[config.mk]
export PLATFORM = sky130hd
export DESIGN_NAME = scs_sync_ctrl
export DESIGN_NICKNAME = d
export VERILOG_FILES = /design/src/rtl/scs_pkg.sv /design/src/rtl/scs_nco.sv /design/src/rtl/scs_sync_ctrl.sv
export SDC_FILE = /design/constraint.sdc
export NUM_CORES = 2
export LEC_CHECK = 0
export ABC_AREA = 1
export BUFFER_PORTS_ARGS = -buffer_cell sky130_fd_sc_hd__buf_2
export CORE_AREA = 2 2 246 248
export DETAILED_ROUTE_END_ITERATION = 8
export DIE_AREA = 0 0 248 250
export GPL_TIMING_DRIVEN = 0
export PLACE_DENSITY_LB_ADDON = 0.05
export SYNTH_ARGS = -nofsm -noshare
export SYNTH_HDL_FRONTEND = slang
export SYNTH_SLANG_ARGS = --single-unit
[constraint.sdc]
create_clock -name ref_clk_i -period 10.3 [get_ports ref_clk_i]
set_clock_uncertainty 0.2 [all_clocks]
set_input_delay 1.545 -clock ref_clk_i [delete_from_list [all_inputs] [get_ports ref_clk_i]]
set_output_delay 1.545 -clock ref_clk_i [all_outputs]
set_load 0.02 [all_outputs]
[src/rtl/scs_pkg.sv]
package scs_pkg;

  // register offsets (byte addresses)
  localparam logic [7:0] ADDR_CTRL     = 8'h00;
  localparam logic [7:0] ADDR_REFSEL   = 8'h04;
  localparam logic [7:0] ADDR_P1_FREQ  = 8'h08;
  localparam logic [7:0] ADDR_SEC_RAT  = 8'h0C;
  localparam logic [7:0] ADDR_DIFF0_FQ = 8'h10;
  localparam logic [7:0] ADDR_DIFF1_FQ = 8'h14;
  localparam logic [7:0] ADDR_STATUS   = 8'h18;

  // control, reference select and ratio register field positions
  localparam int CTRL_HS_REG_BIT  = 0;
  localparam int CTRL_HS_SRC_BIT  = 1;
  localparam int CTRL_MODE_SRC    = 2;
  localparam int CTRL_MODE_LSB    = 4;
  localparam int REFSEL_PRI_LSB   = 0;
  localparam int REFSEL_SEC_LSB   = 4;
  localparam int SECRAT_UP_BIT    = 3;

  // primary loop mode codes
  localparam logic [1:0] MODE_AUTO     = 2'h0;
  localparam logic [1:0] MODE_NORMAL   = 2'h1;
  localparam logic [1:0] MODE_HOLDOVER = 2'h2;
  localparam logic [1:0] MODE_FREERUN  = 2'h3;
  // pin value i selects mode MODE_MAP_DEF[2i+1:2i]
  localparam logic [7:0] MODE_MAP_DEF  = 8'hE4;

  // frequencies in kHz
  localparam int FREQ_W = 20;
  localparam logic [19:0] P1_FREQ_DEF    = 20'd1544;
  localparam logic [19:0] DIFF0_FREQ_DEF = 20'd155520;
  localparam logic [19:0] DIFF1_FREQ_DEF = 20'd622080;
  localparam logic [19:0] SYN_FREQ_MIN   = 20'd2;
  localparam logic [19:0] SYN_FREQ_MAX   = 20'd77760;
  localparam logic [19:0] DIFF_FREQ_MAX  = 20'd622080;
  // secondary defaults to twice the primary: 3.088 MHz
  localparam logic [2:0] SEC_SHIFT_DEF   = 3'h1;
  localparam logic       SEC_UP_DEF      = 1'b1;
  localparam logic       HS_REG_DEF      = 1'b1;

  // reference clock and phase accumulator step per kHz (2^32 / 40000 kHz)
  localparam int REF_CLK_KHZ   = 40000;
  localparam int ACC_W         = 32;
  localparam int STEP_PER_KHZ  = int'((64'd1 << ACC_W) / REF_CLK_KHZ);
  localparam int RESET_MIN_NS  = 300;
  localparam int CLK_PERIOD_NS = 25;
  localparam int RESET_MIN_CYC = (RESET_MIN_NS + CLK_PERIOD_NS - 1) / CLK_PERIOD_NS;

  // software controls carried together
  typedef struct packed {
    logic       hs_reg;
    logic       hs_src;
    logic       mode_src;
    logic [1:0] mode_reg;
    logic [2:0] pri_sel;
    logic [2:0] sec_sel;
    logic       sec_up;
    logic [2:0] sec_shift;
  } scs_cfg_t;

  // frequency words carried together
  typedef struct packed {
    logic [19:0] p1;
    logic [19:0] diff0;
    logic [19:0] diff1;
  } scs_freq_t;

endpackage : scs_pkg

[src/rtl/scs_nco.sv]
`timescale 1ns/10ps
module scs_nco
  import scs_pkg::*;
(
  input  wire logic              ref_clk_i,
  input  wire logic              reset_i,
  input  wire logic              clear_i,
  input  wire logic [FREQ_W-1:0] freq_khz_i,
  output logic                   clk_o
);

  logic [ACC_W-1:0] acc;
  logic [ACC_W-1:0] next_acc;
  logic [ACC_W+17:0] step_full;

  // step scaled from kHz; a clear realigns the phase to zero
  always_comb begin
    step_full = {18'h0, 12'h0, freq_khz_i} * (ACC_W + 18)'(STEP_PER_KHZ);
    if (clear_i) begin
      next_acc = '0;
    end else begin
      next_acc = acc + step_full[ACC_W-1:0];
    end
  end

  always_ff @(posedge ref_clk_i) begin
    if (reset_i) begin
      acc   <= '0;
      clk_o <= 1'b0;
    end else begin
      acc   <= next_acc;
      clk_o <= next_acc[ACC_W-1];
    end
  end

endmodule : scs_nco

[src/rtl/scs_sync_ctrl.sv]
// What this block does
// - synth B primary clock: 8 kHz multiples to 77.76 MHz or 2 kHz, default 1.544 MHz
// - synth B secondary derived from primary, 2 kHz to 77.76 MHz, default 3.088 MHz
// - feedback clock output copies the selected primary reference
// - secondary loop selected reference copied out, switching not hitless
// - differential output zero configurable, default 155.52 MHz
// - differential output one configurable, default 622.08 MHz
// - reset input held asserted puts the block in its reset state
// - hitless enable high: reference switch leaves output phase untouched
// - hitless enable low: reference switch realigns synth B primary and secondary output phase to reference
// - hitless enable also controllable from a software register
// - mode select pins sampled during reset set the default mode
// - after reset mode comes from pins or the mode register
// - differential output zero driver enabled by its enable pin, else tristated
// - differential output one driver enabled by its enable pin, else tristated
// - holdover flag high whenever primary loop is in holdover
`timescale 1ns/10ps
module scs_sync_ctrl
  import scs_pkg::*;
#(
  parameter logic [7:0] MODE_MAP = MODE_MAP_DEF
) (
  input  wire logic       ref_clk_i,
  input  wire logic       reset_i,
  input  wire logic [7:0] addr_i,
  input  wire logic [31:0] wdata_i,
  input  wire logic       wr_i,
  input  wire logic       rd_i,
  output logic [31:0]     rdata_o,
  input  wire logic [7:0] refs_i,
  input  wire logic       ref_fail_i,
  input  wire logic       primary_loop_hitless_enable_i,
  input  wire logic       primary_loop_mode_select_bit0_i,
  input  wire logic       primary_loop_mode_select_bit1_i,
  input  wire logic       diff_output_zero_enable_i,
  input  wire logic       diff_output_one_enable_i,
  output logic            synth_b_primary_clock_o,
  output logic            synth_b_secondary_clock_o,
  output logic            loop_feedback_clock_out_o,
  output logic            secondary_loop_selected_ref_out_o,
  output logic            diff_clock_zero_pos_o,
  output logic            diff_clock_zero_neg_o,
  output logic            diff_clock_zero_oe_o,
  output logic            diff_clock_one_pos_o,
  output logic            diff_clock_one_neg_o,
  output logic            diff_clock_one_oe_o,
  output logic            primary_loop_holdover_flag_o,
  output logic            phase_realign_o,
  output logic [1:0]      primary_loop_mode_o
);

  // pin synchronisers: bit0 hitless, 2:1 mode, 3 diff_output_zero_enable, 4 diff_output_one_enable
  logic [4:0] pin_meta;
  logic [4:0] pin_sync;
  logic [4:0] pin_raw;

  // software state
  scs_cfg_t   cfg;
  scs_cfg_t   next_cfg;
  scs_freq_t  frq;
  scs_freq_t  next_frq;
  logic [31:0] next_rdata;

  // derived state
  logic [1:0]  mode;
  logic [1:0]  next_mode;
  logic [19:0] sec_freq;
  logic [19:0] next_sec_freq;
  logic [26:0] sec_calc;
  logic        hs_eff;
  logic        next_realign;
  logic        fb_q;
  logic        sec_ref_q;
  logic        hold_q;
  logic        oe0_q;
  logic        oe1_q;
  logic        p1_clk;
  logic        p1s_clk;
  logic        d0_clk;
  logic        d1_clk;
  logic [19:0] wfreq;

  // two-flop synchronisers, unreset so they keep sampling during reset
  assign pin_raw = {diff_output_one_enable_i, diff_output_zero_enable_i,
                    primary_loop_mode_select_bit1_i, primary_loop_mode_select_bit0_i,
                    primary_loop_hitless_enable_i};
  always_ff @(posedge ref_clk_i) begin
    pin_meta <= pin_raw;
    pin_sync <= pin_meta;
  end

  // mode code for a two-bit pin value
  function automatic logic [1:0] map_mode(input logic [1:0] sel);
    map_mode = MODE_MAP[{sel, 1'b0} +: 2];
  endfunction : map_mode

  // hitless enable from pin or register
  assign hs_eff = cfg.hs_src ? cfg.hs_reg : pin_sync[0];
  assign wfreq  = wdata_i[19:0];

  // register writes and read data
  always_comb begin
    next_cfg   = cfg;
    next_frq   = frq;
    next_rdata = 32'h0000_0000;
    if (wr_i) begin
      case (addr_i)
        ADDR_CTRL: begin
          next_cfg.hs_reg   = wdata_i[CTRL_HS_REG_BIT];
          next_cfg.hs_src   = wdata_i[CTRL_HS_SRC_BIT];
          next_cfg.mode_src = wdata_i[CTRL_MODE_SRC];
          next_cfg.mode_reg = wdata_i[CTRL_MODE_LSB +: 2];
        end
        ADDR_REFSEL: begin
          next_cfg.pri_sel = wdata_i[REFSEL_PRI_LSB +: 3];
          next_cfg.sec_sel = wdata_i[REFSEL_SEC_LSB +: 3];
        end
        ADDR_P1_FREQ: begin
          // only 2 kHz or nonzero 8 kHz multiples up to the limit are taken
          if (wfreq == SYN_FREQ_MIN ||
              (wfreq[2:0] == 3'h0 && wfreq != 20'h0 && wfreq <= SYN_FREQ_MAX)) begin
            next_frq.p1 = wfreq;
          end
        end
        ADDR_SEC_RAT: begin
          next_cfg.sec_shift = wdata_i[2:0];
          next_cfg.sec_up    = wdata_i[SECRAT_UP_BIT];
        end
        ADDR_DIFF0_FQ: begin
          if (wfreq != 20'h0 && wfreq <= DIFF_FREQ_MAX) begin
            next_frq.diff0 = wfreq;
          end
        end
        ADDR_DIFF1_FQ: begin
          if (wfreq != 20'h0 && wfreq <= DIFF_FREQ_MAX) begin
            next_frq.diff1 = wfreq;
          end
        end
        default: begin
          next_cfg = cfg;
        end
      endcase
    end
    if (rd_i) begin
      case (addr_i)
        ADDR_CTRL:     next_rdata = {26'h0, cfg.mode_reg, 1'b0, cfg.mode_src,
                                     cfg.hs_src, cfg.hs_reg};
        ADDR_REFSEL:   next_rdata = {25'h0, cfg.sec_sel, 1'b0, cfg.pri_sel};
        ADDR_P1_FREQ:  next_rdata = {12'h0, frq.p1};
        ADDR_SEC_RAT:  next_rdata = {28'h0, cfg.sec_up, cfg.sec_shift};
        ADDR_DIFF0_FQ: next_rdata = {12'h0, frq.diff0};
        ADDR_DIFF1_FQ: next_rdata = {12'h0, frq.diff1};
        ADDR_STATUS:   next_rdata = {26'h0, oe1_q, oe0_q, hold_q, hs_eff, mode};
        default:       next_rdata = 32'h0000_0000;
      endcase
    end
  end

  // software registers with their reset defaults
  always_ff @(posedge ref_clk_i) begin
    if (reset_i) begin
      cfg.hs_reg    <= HS_REG_DEF;
      cfg.hs_src    <= 1'b0;
      cfg.mode_src  <= 1'b0;
      cfg.mode_reg  <= MODE_AUTO;
      cfg.pri_sel   <= 3'h0;
      cfg.sec_sel   <= 3'h0;
      cfg.sec_up    <= SEC_UP_DEF;
      cfg.sec_shift <= SEC_SHIFT_DEF;
      frq.p1        <= P1_FREQ_DEF;
      frq.diff0     <= DIFF0_FREQ_DEF;
      frq.diff1     <= DIFF1_FREQ_DEF;
      rdata_o       <= 32'h0000_0000;
    end else begin
      cfg     <= next_cfg;
      frq     <= next_frq;
      rdata_o <= next_rdata;
    end
  end

  // mode, secondary frequency and realign pulse
  always_comb begin
    sec_calc = cfg.sec_up ? ({7'h0, frq.p1} << cfg.sec_shift)
                          : ({7'h0, frq.p1} >> cfg.sec_shift);
    if (sec_calc < {7'h0, SYN_FREQ_MIN}) begin
      next_sec_freq = SYN_FREQ_MIN;
    end else if (sec_calc > {7'h0, SYN_FREQ_MAX}) begin
      next_sec_freq = SYN_FREQ_MAX;
    end else begin
      next_sec_freq = sec_calc[19:0];
    end
    if (reset_i) begin
      next_mode = map_mode(pin_sync[2:1]);
    end else if (cfg.mode_src) begin
      next_mode = cfg.mode_reg;
    end else begin
      next_mode = map_mode(pin_sync[2:1]);
    end
    // a primary reference change realigns phase unless hitless
    next_realign = (next_cfg.pri_sel != cfg.pri_sel) && !hs_eff;
  end

  // mode is loaded from the pins while reset is held
  always_ff @(posedge ref_clk_i) begin
    mode <= next_mode;
    if (reset_i) begin
      sec_freq        <= P1_FREQ_DEF;
      phase_realign_o <= 1'b0;
      fb_q            <= 1'b0;
      sec_ref_q       <= 1'b0;
      hold_q          <= 1'b0;
      oe0_q           <= 1'b0;
      oe1_q           <= 1'b0;
    end else begin
      sec_freq        <= next_sec_freq;
      phase_realign_o <= next_realign;
      fb_q            <= refs_i[cfg.pri_sel];
      sec_ref_q       <= refs_i[cfg.sec_sel];
      hold_q          <= (mode == MODE_HOLDOVER) || (mode == MODE_AUTO && ref_fail_i);
      oe0_q           <= pin_sync[3];
      oe1_q           <= pin_sync[4];
    end
  end

  // synthesised clocks; primary pair realigns with the reference
  scs_nco u_p1_pri (
    .ref_clk_i (ref_clk_i),
    .reset_i   (reset_i),
    .clear_i   (phase_realign_o),
    .freq_khz_i(frq.p1),
    .clk_o     (p1_clk)
  );
  scs_nco u_p1_sec (
    .ref_clk_i (ref_clk_i),
    .reset_i   (reset_i),
    .clear_i   (phase_realign_o),
    .freq_khz_i(sec_freq),
    .clk_o     (p1s_clk)
  );
  scs_nco u_diff0 (
    .ref_clk_i (ref_clk_i),
    .reset_i   (reset_i),
    .clear_i   (1'b0),
    .freq_khz_i(frq.diff0),
    .clk_o     (d0_clk)
  );
  scs_nco u_diff1 (
    .ref_clk_i (ref_clk_i),
    .reset_i   (reset_i),
    .clear_i   (1'b0),
    .freq_khz_i(frq.diff1),
    .clk_o     (d1_clk)
  );

  // pin outputs
  assign synth_b_primary_clock_o           = p1_clk;
  assign synth_b_secondary_clock_o         = p1s_clk;
  assign loop_feedback_clock_out_o         = fb_q;
  assign secondary_loop_selected_ref_out_o = sec_ref_q;
  assign diff_clock_zero_pos_o             = d0_clk;
  assign diff_clock_zero_neg_o             = ~d0_clk;
  assign diff_clock_zero_oe_o              = oe0_q;
  assign diff_clock_one_pos_o              = d1_clk;
  assign diff_clock_one_neg_o              = ~d1_clk;
  assign diff_clock_one_oe_o               = oe1_q;
  assign primary_loop_holdover_flag_o      = hold_q;
  assign primary_loop_mode_o               = mode;
endmodule : scs_sync_ctrl
# After elaboration in Yosys (flattened, before gate mapping)

Index checks and enable logic that the tools add are counted.

Output and inout bits: 46
Word-level logic and storage cells: 97
Register bits after elaboration: 275
Input port bits: 58

Muxes and demuxes: 14
Eq/ne operators: 9
Multipliers: 4
Magnitude comparators: 6
Add/subtract/negate cells: 4
Bitwise logic cells: 3
Reductions and logical operators: 22
Shifts and indexed selects: 3

Operator list:

| kind                     | count |
|---|---|
| $pmux W20 S7             | 1 |
| $add A32 B32 Y32         | 4 |
| $mul A20 B16 Y31 const B | 4 |
| $gt A27 B17 Y1 const B   | 1 |
| $lt A27 B2 Y1 const B    | 1 |
| $mux W27                 | 1 |
| $shl A20 B3 Y27          | 1 |
| $shr A20 B3 Y27          | 1 |
| $eq A8 B5 Y1 const B     | 3 |
| $eq A20 B2 Y1 const B    | 1 |
| $le A20 B17 Y1 const B   | 1 |
| $le A20 B20 Y1 const B   | 1 |
| $reduce_bool A20 Y1      | 1 |
| $mux W17                 | 1 |
| $eq A8 B4 Y1 const B     | 2 |
| $mux W11                 | 1 |
| $mux W10                 | 1 |
| $reduce_and A3 Y1        | 3 |
| $eq A8 B3 Y1 const B     | 1 |
| $logic_not A8 Y1         | 1 |
| $lt A3 B4 Y1 const B     | 2 |
| $shiftx A8 B4 Y2 const A | 1 |
| $bmux W1 S3              | 2 |
| $mux W6                  | 1 |
| 14 further kinds         | 28 |

# Longest topological paths before layout

Depth after elaboration: 5
Depth in mapped cells: 36
Gate-level depth less buffers: 36

# Modules after synthesis

Synthesis repeated with hierarchy kept, for this count alone.

Cell total of the unflattened synthesis: 5661
Area total of the unflattened synthesis: 41950.2 µm²

Modules (own cells, without submodules):

| module                 | instances | cells each | area each (µm²) |
|---|---|---|---|
| scs_nco at u_diff0 ... | 2         | 1159       | 8782.2 |
| scs_nco at u_p1_pri    | 1         | 1174       | 8889.8 |
| scs_nco at u_p1_sec    | 1         | 1157       | 8813.5 |
| scs_sync_ctrl          | 1         | 1012       | 6682.7 |

# Least setup slack after synthesis

No wires, ideal clock.

Path type: flip-flop to flip-flop
Start point: register frq[8] (netlist bit)
End point: register u_diff1.acc[27]
Buffers on the path: 0
Data required time: 10.030 ns
Stages on the path, launching flop included: 27
Setup slack: 3.976 ns
Arrival: 6.054 ns
Cells stage by stage: dfxtp_1 ha_1 inv_1 fa_1 fa_1 fa_1 inv_1 fa_1 inv_1 fa_1 inv_1 ha_1 nand2_1 nor2_1 inv_1 o21ai_0 a21boi_0 o21ai_0 xor2_1 ha_1 a21o_1 a21boi_0 a21boi_0 nand3_1 a21boi_0 o21ai_0 a21oi_1

Cells in the longest elaborated chain, start to end: 2

RTL lines:

| item                   | RTL line             | source |
|---|---|---|
| from (decl)            | scs_sync_ctrl.sv:60  | `scs_freq_t frq;` |
| from (signal assigned) | scs_sync_ctrl.sv:176 | `frq <= next_frq;` |
| $mul A20 B16 Y31       | scs_nco.sv:18        | `step_full = {18'h0, 12'h0, freq_khz_i} * (ACC_W + 18)'(STEP_PER_KHZ);` |
| $add A32 B32 Y32       | scs_nco.sv:22        | `next_acc = acc + step_full[ACC_W-1:0];` |
| to (signal assigned)   | scs_nco.sv:31        | `acc <= next_acc;` |
| to (decl)              | scs_nco.sv:12        | `logic [ACC_W-1:0] acc;` |

Every way passes these cells.
A chain may end at the register's enable or synchronous reset.

# Final worst setup path

Start point: register frq[6] (netlist bit)
End point: register u_diff1.acc[27]

Same word-level chain as after synthesis.

==> impl_metrics.toml <==
[detailed_routing]
drtAntennaViolNets = 0
drt_wl_total_mm = 106
vias = 33500
wire_per_inst_um = 17.7
drc = 0
detail_route.vias_per_cell = 5.58
drt-pass1-iter-count = 6
drtIter0Drc = 2258

[clock_network]
cts_hold_buf = 0
ctsRootBufferMaster = "clkbuf_16"
cts_tree = "done"
htreeDepth = 2
cts-buffers-inserted = 34
clk_pin_slew_ps = 60
cts_sinks = 257
ctsLongestPathBuffers = 3
cts_resized = 0
cts_setup_buffers = 0
insertion_delay_ps = 600

[synth]
yosysSeqAreaShare_pct = 13.0
synth_cells = 5067
async_reset_ff_share_pct = 0
yosys_warnings = 0
ys_ff_latch = 257
avgSynthCellArea_um2 = 7.80
ys_types = 60
synth_ff_type = "dfxtp_1"
synth_edf_count = 0
syn_area_um2 = 39500

[global_route]
grtUsageMet1_pct = 45.9
grt_pass1_wl_mm = 171
grt_overflow_total = 0
grt_util_met3_pct = 5.93
grt.busiest_layer = "met2"
grt_max_degree = 13
grt_util_met2_pct = 57.7
grt_pass1_vias = 34000
antenna_found_initial = 8
grt_usage_pct = 35.1

[place]
routabilityCongestion = 0.994
io_buffers = 79
dp.cells = 5942
dp_hpwl_mm = 90.5
place_ws_ps = 2650

[job]
max_cap_viol_count = 0

[sta]
post-route-period-util_pct = 76.7
hold_viol = 0
tns_ps = 0
timing.fmax_mhz = 127
setup_viol = 0
slew_headroom_pct = 24.3
finalMaxSlewViolations = 0
tightestPinTransition_ps = 1140
setup_slack_ps = 2400
holdWs_ps = 129
rsz0062_at_grt = "no"
fin_crit_ps = 7900

[critical_path]
crit_fanout = 6
required_ps = 10630
start_kind = "register"
r2r-end = "u_diff1.acc[27]"
r2r_cells = 26
reg2reg_from = "frq[6]"
arrival_ps = 8230
critPathCaptureType = "register"
reg2reg_slack_ps = 2400
crit_type = "register to register"

[floorplanning]
rows = 90
core_um2 = 59600
die_area_um2 = 62000
ios = 104
die_w_um = 248
initial_core_util_pct = 66.4
die_y_um = 250

[hold_path]
hold_end = "pin_sync[1]"
hp-class = "register to register"
whs_path_depth = 0
hp-start = "pin_meta[1]"

[power]
powerDensity_nw_per_um2 = 128
p_leak_nw = 23.3
ir_drop_mv = 0.257
total_power_w = 0.00540

[finish]
stdcell_count = 6007
layout_commonest_cell = "inv_1"
drive_gt1_share_pct = 4.18
fin_nets = 6332
final_cell_mix = "inv_1, nand2_1, ha_1"
syn2layout_area_growth_pct = 6.75

[status]
status = "finished, final reports clean"
==> synth_stat cells, drive strengths merged, types with 46 or more instances <==
cell / instances / area (µm²)
ha: 590 / 7380
fa: 488 / 9770
nor2: 358 / 1380
xor2: 93 / 815
nand2: 682 / 2590
xnor2: 49 / 429
inv: 1215 / 4560
o21ai: 273 / 1370
nand3: 222 / 1140
dfxtp: 257 / 5140
a21o: 46 / 345
a21oi: 418 / 2100
==> cells by family after synthesis <==
logic type	Yosys count	share of synthesized area [%]
and+or+nand+nor	1368	14.5
buffers and inverters	1286	12.6
adders and majority gates	1078	43.4
AOI/OAI and AO/OA	933	13.3
DFF	257	13.0
xor gates and xnor gates	142	3.15
muxes	2	0.0570
other	1	0.00949
==> flip-flops by register name (all words and copies together) (netlist names), 15 cells and up <==
signal / flops
cfg: 15
u_diff1.acc: 31
rdata_o: 20
u_p1_sec.acc: 30
sec_freq: 20
u_p1_pri.acc: 30
frq: 60
u_diff0.acc: 31
==> worst max-delay path: stages, from the launching register on <==
cell	delay [ps]
dfxtp_1	540
ha_1	360
inv_1	140
fa_1	510
fa_1	440
fa_1	560
inv_1	70
fa_1	530
inv_1	50
fa_1	480
inv_1	40
ha_1	370
nand2_1	130
nor2_1	120
inv_1	50
o21ai_0	450
a21boi_0	240
o21ai_0	360
xor2_1	250
ha_1	320
a21o_1	210
a21boi_0	360
a21boi_0	260
nand3_1	210
a21boi_0	300
o21ai_0	120
a21oi_1	160
==> area by class of cell <==
class / count / area [µm²]
Timing Repair Buffer: 79 / 395
Fill cell: 5085 / 17400
Buffer: 70 / 398
Clock buffer: 42 / 931
Sequential cell: 257 / 5140
Inverter: 1216 / 4570
Antenna cell: 6 / 15.0
Tap cell: 782 / 978
Multi-Input combinational cell: 3538 / 29500
Clock inverter: 17 / 295
==> per-stage QoR <==
| step | util [%] | cell area [µm²] |
|---|---|---|
| 2_1_floorplan | - | 39600 |
| 3_3_place_gp | 68.8 | 41000 |
| 3_5_place_dp | 68.8 | 41000 |
| 4_1_cts | 70.8 | 42200 |
| 5_1_grt | 70.8 | 42200 |
| 6_report | 70.8 | 42200 |
==> routing by layer <==
layer / share of wire (%) / vias up
li1: - / 16400
met1: 43 / 15800
met2: 46 / 1035
met3: 6.7 / 256
met4: 4.5 / 6
met5: 0.038 / -
==> worst max path at each step <==
stage | slack, ps | to | startpoint
CTS | 2550 | u_diff1.acc[27] | frq[6]
floorplan | 3980 | u_diff1.acc[27] | frq[8]
global placement | 2720 | u_diff1.acc[27] | frq[6]
finish | 2400 | u_diff1.acc[27] | frq[6]
detailed placement | 2650 | u_diff1.acc[27] | frq[6]
global route | 2080 | u_diff1.acc[27] | frq[3]
==> power breakdown <==
part | internal (W) | total [W] | leakage (nW) | switching (W)
Clock | 0.000803 | 0.00134 | 0.594 | 0.000539
Combinational | 0.00101 | 0.00286 | 20.6 | 0.00186
Sequential | 0.00114 | 0.00119 | 2.11 | 0.0000533
Total | 0.00295 | 0.00540 | 23.3 | 0.00245
Note: power is estimated with default switching activity, not from simulation.
